**config.mk**
```make
export PLATFORM = sky130hd
export DESIGN_NAME = leader_follower_resolver
export DESIGN_NICKNAME = d
export VERILOG_FILES = /design/src/logic/ms_resolve_pkg.sv /design/src/logic/leader_follower_resolver.sv
export SDC_FILE = /design/constraint.sdc
export NUM_CORES = 1
export LEC_CHECK = 0
export ABC_AREA = 1
export BUFFER_PORTS_ARGS = -buffer_cell sky130_fd_sc_hd__buf_2
export CAP_MARGIN = 25
export CORE_MARGIN = 2
export CORE_UTILIZATION = 45
export DETAILED_ROUTE_END_ITERATION = 7
export MAX_ROUTING_LAYER = met4
export PLACE_DENSITY = 0.66
export SYNTH_ARGS = -nofsm -noshare
export SYNTH_HDL_FRONTEND = slang
export SYNTH_SLANG_ARGS = --single-unit
export TNS_END_PERCENT = 100
```
**constraint.sdc**
```tcl
create_clock -name sys_clk -period 2.72 [get_ports sys_clk]
set_clock_uncertainty 0.1 [all_clocks]
set_input_delay 0 -clock sys_clk [delete_from_list [all_inputs] [get_ports sys_clk]]
set_output_delay 0 -clock sys_clk [all_outputs]
set_load 0.02 [all_outputs]
```
**src/logic/ms_resolve_pkg.sv**
```systemverilog
// Purpose: constants and types for the leader/follower resolver
// Assumes: page 1 and page 2 bits arrive as plain same-clock inputs
// Notes: seed fields are 11 bits, msb is bit 10
// Operation
// - decide on entry to link good check
// - classify sides from page 1 bits
// - forced_leader > multiport > single > forced_follower
// - same single or multiport type: higher unsigned seed wins
// - equal seeds: new seed, link fail
// - success means resolution complete
// - seeds from the free-running lfsr, 1 to 2046, all-ones folded to 2046
// - seed counter cleared at start, counts seeds
// - completion clears counter, only success clears fault bit
// - fault after seventh seed unresolved
// - both forced same way is fault
// - fault completes but forces link fail
// - manual enable and value bits force role
// - success clears fault, sets role bit
// - role goes to phy control
// - only when gigabit is highest common ability
// - eleven bit seed, bit 10 msb
// - advertise port type bit
`default_nettype none
package ms_resolve_pkg;
  localparam int SEED_W         = 11;
  localparam int SEED_MSB       = 10;
  localparam int CNT_W          = 4;
  localparam logic [3:0] SEED_LIMIT = 4'h7;
  localparam logic [10:0] SEED_MAX  = 11'h7fe;
  localparam logic [10:0] LFSR_INIT = 11'h5a5;
  localparam int CFG_EN_POS     = 0;
  localparam int CFG_VAL_POS    = 1;
  localparam int PORT_TYPE_POS  = 2;

  typedef enum logic [1:0] {
    TYPE_FOLLOWER = 2'h0,
    TYPE_SINGLE   = 2'h1,
    TYPE_MULTI    = 2'h2,
    TYPE_LEADER   = 2'h3
  } dev_type_t;

  typedef struct packed {
    logic [2:0]        page1;
    logic [SEED_W-1:0] seed;
  } adv_t;
endpackage : ms_resolve_pkg
`default_nettype wire

```
**src/logic/leader_follower_resolver.sv**
```systemverilog
// Purpose: resolve local leader/follower timing role during auto-negotiation
// Assumes: check_entry is a one-cycle pulse from arbitration on the same clock
// Notes: outcome strobes come two cycles after check_entry
`default_nettype none
module leader_follower_resolver (
  input  wire logic                  sys_clk,
  input  wire logic                  resetn,
  input  wire logic                  check_entry,
  input  wire logic                  gig_is_highest_common_ability,
  input  wire logic                  manual_cfg_enable_bit,
  input  wire logic                  manual_cfg_value_bit,
  input  wire logic                  port_type_bit,
  input  wire ms_resolve_pkg::adv_t  remote_adv,
  output ms_resolve_pkg::adv_t       local_adv,
  output logic                       resolve_done,
  output logic                       resolve_fault,
  output logic                       link_restart,
  output logic                       gig_link_state_fail,
  output logic                       fault_status,
  output logic                       role_status,
  output logic                       phy_role_indication,
  output logic [3:0]                 seed_count
);

  // ****************************************
  // reset release
  // ****************************************
  logic rst_s1_r, rst_s2_r;
  always_ff @(posedge sys_clk or negedge resetn) begin
    if (!resetn) begin
      rst_s1_r <= 1'b0;
      rst_s2_r <= 1'b0;
    end else begin
      rst_s1_r <= 1'b1;
      rst_s2_r <= rst_s1_r;
    end
  end
  wire logic rst_n = rst_s2_r;

  // ****************************************
  // seed source
  // ****************************************
  logic [10:0] lfsr_r;
  logic [10:0] seed_r;
  logic        new_seed;
  // lfsr free runs so the draw point depends on link timing, decorrelating peers
  always_ff @(posedge sys_clk or negedge rst_n) begin
    if (!rst_n) begin
      lfsr_r <= ms_resolve_pkg::LFSR_INIT;
    end else begin
      lfsr_r <= {lfsr_r[9:0], lfsr_r[10] ^ lfsr_r[8]};
    end
  end

  // all-ones is folded down so the seed stays within 1..2046
  always_ff @(posedge sys_clk or negedge rst_n) begin
    if (!rst_n) begin
      seed_r <= ms_resolve_pkg::LFSR_INIT;
    end else if (new_seed) begin
      seed_r <= (lfsr_r > ms_resolve_pkg::SEED_MAX) ? ms_resolve_pkg::SEED_MAX : lfsr_r;
    end
  end

  always_comb begin
    local_adv.page1 = {port_type_bit, manual_cfg_value_bit, manual_cfg_enable_bit};
    local_adv.seed  = seed_r;
  end

  // ****************************************
  // capture and classify
  // ****************************************
  ms_resolve_pkg::adv_t rem_r, loc_r;
  logic pend_r;
  always_ff @(posedge sys_clk or negedge rst_n) begin
    if (!rst_n) begin
      pend_r <= 1'b0;
      rem_r  <= '0;
      loc_r  <= '0;
    end else begin
      pend_r <= check_entry && gig_is_highest_common_ability;
      if (check_entry) begin
        rem_r <= remote_adv;
        loc_r <= local_adv;
      end
    end
  end

  function automatic ms_resolve_pkg::dev_type_t classify(input logic [2:0] p);
    if (p[ms_resolve_pkg::CFG_EN_POS])
      classify = p[ms_resolve_pkg::CFG_VAL_POS] ? ms_resolve_pkg::TYPE_LEADER
                                                 : ms_resolve_pkg::TYPE_FOLLOWER;
    else
      classify = p[ms_resolve_pkg::PORT_TYPE_POS] ? ms_resolve_pkg::TYPE_MULTI
                                                   : ms_resolve_pkg::TYPE_SINGLE;
  endfunction

  ms_resolve_pkg::dev_type_t lt, rt;
  logic win, lose, cfg_fault, tie, cnt_fault;
  always_comb begin
    lt = classify(loc_r.page1);
    rt = classify(rem_r.page1);
    win = 1'b0;
    lose = 1'b0;
    cfg_fault = 1'b0;
    tie = 1'b0;
    if (lt > rt) win = 1'b1;
    else if (lt < rt) lose = 1'b1;
    else if (lt == ms_resolve_pkg::TYPE_LEADER || lt == ms_resolve_pkg::TYPE_FOLLOWER) cfg_fault = 1'b1;
    else if (loc_r.seed > rem_r.seed) win = 1'b1;
    else if (loc_r.seed < rem_r.seed) lose = 1'b1;
    else tie = 1'b1;
  end
  assign cnt_fault = tie && (seed_count >= ms_resolve_pkg::SEED_LIMIT);
  // a tie that hits the attempt limit ends in a fault, so no further seed is drawn
  assign new_seed  = pend_r && tie && !cnt_fault;

  // ****************************************
  // outcome
  // ****************************************
  always_ff @(posedge sys_clk or negedge rst_n) begin
    if (!rst_n) begin
      resolve_done <= 1'b0;
    end else begin
      resolve_done <= pend_r && (win || lose || cfg_fault || cnt_fault);
    end
  end

  always_ff @(posedge sys_clk or negedge rst_n) begin
    if (!rst_n) begin
      resolve_fault <= 1'b0;
    end else begin
      resolve_fault <= pend_r && (cfg_fault || cnt_fault);
    end
  end

  // every fault also fails the link, the attempt-limit fault included
  always_ff @(posedge sys_clk or negedge rst_n) begin
    if (!rst_n) begin
      link_restart <= 1'b0;
    end else begin
      link_restart <= pend_r && (tie || cfg_fault);
    end
  end
  assign gig_link_state_fail = link_restart;

  always_ff @(posedge sys_clk or negedge rst_n) begin
    if (!rst_n) begin
      seed_count <= 4'h0;
    end else if (pend_r && (win || lose || cfg_fault || cnt_fault)) begin
      seed_count <= 4'h0;
    end else if (new_seed && seed_count != 4'hf) begin
      seed_count <= seed_count + 4'h1;
    end
  end

  always_ff @(posedge sys_clk or negedge rst_n) begin
    if (!rst_n) begin
      fault_status <= 1'b0;
      role_status  <= 1'b0;
    end else if (pend_r) begin
      if (cfg_fault || cnt_fault) fault_status <= 1'b1;
      else if (win || lose) begin
        fault_status <= 1'b0;
        role_status  <= win;
      end
    end
  end
  assign phy_role_indication = role_status;
endmodule // leader_follower_resolver
`default_nettype wire

```
==> metrics.txt <==
status=finished, final reports clean; first-pass GRT wire length=8.887 mm; final hold violations=0; sequence of cells on the critical path=inv_1, nand2_1, o21ai_0, ha_1, nand2_1, a21oi_2, nand2_1, nor2_8, nand3_4, nand2_1, nand2_1, nand2_1, inv_1; share of layout cells above drive strength 1=28.30%; time the worst path needs with I/O delays and setup=2.233 ns; Rows=28; clock root buffer=sky130_fd_sc_hd__clkbuf_8; vertical die dimension=83.29 um; area grow syn2layout=22.03%; synth warn=0; netlist area before placement=2829 um^2; Internal Power=1.376 mW; clock sink count=62; required time at the endpoint of the critical path=2.86 ns; slowest stage cell, crit path=sky130_fd_sc_hd__dfrtp_1; count of final max-slew check failures=0; worst ir drop on vdd=0.3879 mV; Synthesized Nets=328; worst setup margin=0.4868 ns; first-pass detailed-route iteration total=4; Worst setup EP type=flip-flop; initial core utilization=47.22%; clock tree from TritonCTS=built; maximum number of pins on one net before global-route repair=49; Clock Power Share=36.0%; largest area contributor in the netlist=sky130_fd_sc_hd__dfrtp_1; Setup Total Neg Slack=0 ns; later-pin clock latency in the skew report=0.35 ns; total cell area at the placement stage=3085 um^2; input/output buffers=45; number of gates on the worst path with buffers counted=13; vias after detailed routing=2,003; number of design rule violations left after detail routing=0; main flop type after synthesis=sky130_fd_sc_hd__dfrtp_1; number of post-CTS setup repair buffers=0; initial antenna violation count=0; final-report setup violation count=0; number of cells traversed by the worst register-to-register path=13; cts hold-fix bufs=20; transition time of the tightest slew-check pin=0.7900 ns; top cells by area in the synthesized netlist=sky130_fd_sc_hd__dfrtp_1, sky130_fd_sc_hd__dfstp_2, sky130_fd_sc_hd__nand2_1; proportion of power drawn by combinational gates=12.3%; average wire per cell in the routed design=11.38 um; post-placement setup slack=0.4861 ns; Vias per Instance=4.563; Mapped Avg Cell Area=9.655 um^2; floorplan core area=5991 um^2; clock edge transition at the registers on the reported setup and hold paths=0.07 ns; number of inserted diodes=0; hold path cells=3; unrepaired setup endpoints after global routing=false; Tightest Hold Check Type=input port to flip-flop; FILL cells=514; DRC violation total after the first TritonRoute iteration=102; antenna-violating nets left=0; routability congestion estimate from global placement=0.8306; Bufs and invs on worst path=2; Hold Worst Slack=0.1468 ns; Critical Setup Path Class=flip-flop to flip-flop; CTS buffer count=9; number of distinct library cell variants in the gate-level netlist after synthesis=29; Leak=1.841 nW; Max Fclk=0.4478 GHz; Flop pwr share=51.7%; proportion of synthesized chip area in sequential cells=55.37%; largest fanout of any net on the critical path=24; flip-flop and latch count after synthesis=62; remaining global-route overflow=0; max_slew headroom=47.33%; buffer levels on the longest clock path=2; Period Utilization, post-route=82.10%; CP dominant cell by count=sky130_fd_sc_hd__nand2_1; Clock H-tree levels=3; net switching power=0.5124 mW; area share of the largest cell type after synthesis=44.23%; wirelength, routed=4.995 mm; post-layout instance area=3452 um^2; WP data arrival=2.37 ns; via count of the first global-routing pass=1,955; Die X=83.29 um; proportion of total power due to net switching=27.13%; Resized Gates After CTS=0; count of boundary I/O pins=46; half-perimeter wire length of the detailed placement result=3.566 mm; maximum cell stage delay along the critical path=0.38 ns; gate family responsible for the most delay along the worst path=simple AND/OR/NAND/NOR gates; maxcap violations=0; number of enable-type register cells in the synthesized netlist=0; Die ar.=6936 um^2; power density of the placed cells=547.0 nW/um^2; type of origin of the critical path=flip-flop; Cells after Synth=293; FFs w/ async S/R, synth=100.0%; GRT Util Overall=16.71%; Post-layout nets=394
==> worst paths after layout <==
check,start,endpoint,slack (ns)
max,loc_r[11],seed_count[1],0.49
min,check_entry,pend_r,0.15
max reg2reg,loc_r[11],seed_count[1],0.49
min reg2reg,rst_n,loc_r[10],0.17
max in group asynchronous,rst_n,seed_r[7],1.61
min in group asynchronous,rst_n,loc_r[10],0.17
==> cell usage after synthesis, types with 3 or more instances <==
cell / instances
sky130_fd_sc_hd__dfstp_2: 12
sky130_fd_sc_hd__nor2_1: 9
sky130_fd_sc_hd__nand2_1: 72
sky130_fd_sc_hd__ha_1: 14
sky130_fd_sc_hd__nand2_2: 3
sky130_fd_sc_hd__nand3_1: 5
sky130_fd_sc_hd__inv_2: 5
sky130_fd_sc_hd__o21ai_0: 18
sky130_fd_sc_hd__inv_1: 47
sky130_fd_sc_hd__buf_4: 5
sky130_fd_sc_hd__clkbuf_1: 5
sky130_fd_sc_hd__a21oi_1: 8
sky130_fd_sc_hd__nand4_1: 7
sky130_fd_sc_hd__o21ai_2: 4
sky130_fd_sc_hd__dfrtp_1: 50
sky130_fd_sc_hd__mux2_2: 9
sky130_fd_sc_hd__o21ai_1: 7
==> power by group through the flow <==
stage,Sequential [mW],Clock (mW),Combinational (mW)
finish,0.977,0.680,0.231
global route,0.981,0.759,0.264
CTS,0.978,0.706,0.235
detailed placement,0.994,0,0.213
global placement,0.993,0,0.206
floorplan,1.00,0,0.148
==> worst min-delay path: stages <==
cell,delay [ns]
sky130_fd_sc_hd__buf_2,0.36
sky130_fd_sc_hd__nand2_1,0.16
sky130_fd_sc_hd__inv_1,0.03
==> through the flow <==
stage | utilization, % | power [mW] | instances
final | 57.62 | 1.888 | 439
after global routing | 57.62 | 2.005 | 439
after CTS | 57.62 | 1.919 | 439
after detailed placement | 51.50 | 1.207 | 403
after global placement | 51.50 | 1.199 | 403
after floorplan | - | 1.152 | 293
==> cell families (layout without fill, tap and decap cells) <==
family / count (synthesis) / count (layout) / synth area share [%]
adders and majority gates: 14 / 14 / 6.192
muxes: 9 / 9 / 3.583
other: 1 / 1 / 0.1326
and+or+nand+nor: 103 / 103 / 17.12
DFF: 62 / 62 / 55.37
AOI/OAI and AO/OA: 40 / 40 / 7.917
buffers and inverters: 64 / 135 / 9.686
==> sequential cells by signal (all words and copies together), names as in the netlist <==
signal	count
loc_r	14
rem_r	14
lfsr_r	11
seed_r	11
seed_count	4
fault_status	1
gig_link_state_fail	1
pend_r	1
phy_role_indication	1
resolve_done	1
resolve_fault	1
rst_n	1
rst_s1_r	1
==> final cells by class <==
| class | instances | area (um^2) | share of cell area [%] |
|---|---|---|---|
| flip-flops and latches | 62 | 1568 | 45.41 |
| multi-input cells | 167 | 988.4 | 28.63 |
| repair buffers | 67 | 440.4 | 12.76 |
| inverters | 52 | 195.2 | 5.654 |
| clock buffers | 10 | 127.6 | 3.697 |
| well taps | 75 | 93.84 | 2.718 |
| clock inverters | 6 | 38.79 | 1.124 |
==> layout by cell type (no fill, tap or decap) <==
cell type and instances:
sky130_fd_sc_hd__clkbuf_1 1, sky130_fd_sc_hd__o31ai_1 1, sky130_fd_sc_hd__a21oi_2 1, sky130_fd_sc_hd__inv_1 47, sky130_fd_sc_hd__nand2_1 72, sky130_fd_sc_hd__nand2_2 3
sky130_fd_sc_hd__ha_1 14, sky130_fd_sc_hd__dfrtp_1 49, sky130_fd_sc_hd__clkbuf_8 9, sky130_fd_sc_hd__buf_4 2, sky130_fd_sc_hd__mux2_2 9, sky130_fd_sc_hd__o21ai_2 4
sky130_fd_sc_hd__nand3b_1 1, sky130_fd_sc_hd__nand3_4 1, sky130_fd_sc_hd__dlygate4sd3_1 20, sky130_fd_sc_hd__nor2_2 1, sky130_fd_sc_hd__clkinv_4 1, sky130_fd_sc_hd__nor2_8 1
sky130_fd_sc_hd__conb_1 1, sky130_fd_sc_hd__nand3b_4 1, sky130_fd_sc_hd__nand3_1 5, sky130_fd_sc_hd__dfstp_2 12, sky130_fd_sc_hd__clkinvlp_4 2, sky130_fd_sc_hd__o21ai_0 18
sky130_fd_sc_hd__nand4_1 7, sky130_fd_sc_hd__o21ai_1 7, sky130_fd_sc_hd__a21oi_1 8, sky130_fd_sc_hd__o21a_1 1, sky130_fd_sc_hd__inv_2 5, sky130_fd_sc_hd__dfrtp_2 1
sky130_fd_sc_hd__nand3_2 1, sky130_fd_sc_hd__nor2_1 9, sky130_fd_sc_hd__clkinv_2 3, sky130_fd_sc_hd__nor2_4 1, sky130_fd_sc_hd__buf_2 45
==> layer usage <==
metal | up-vias | GRT usage, % | part of all wire (%)
met5 | - | - | 0
li1 | 1046 | - | -
met3 | 5 | 7.356 | 4.8
met1 | 915 | 19.83 | 47
met4 | 0 | 4.918 | 1.3
met2 | 37 | 25.88 | 47
No activity file was read; power rests on OpenSTA's default activity.
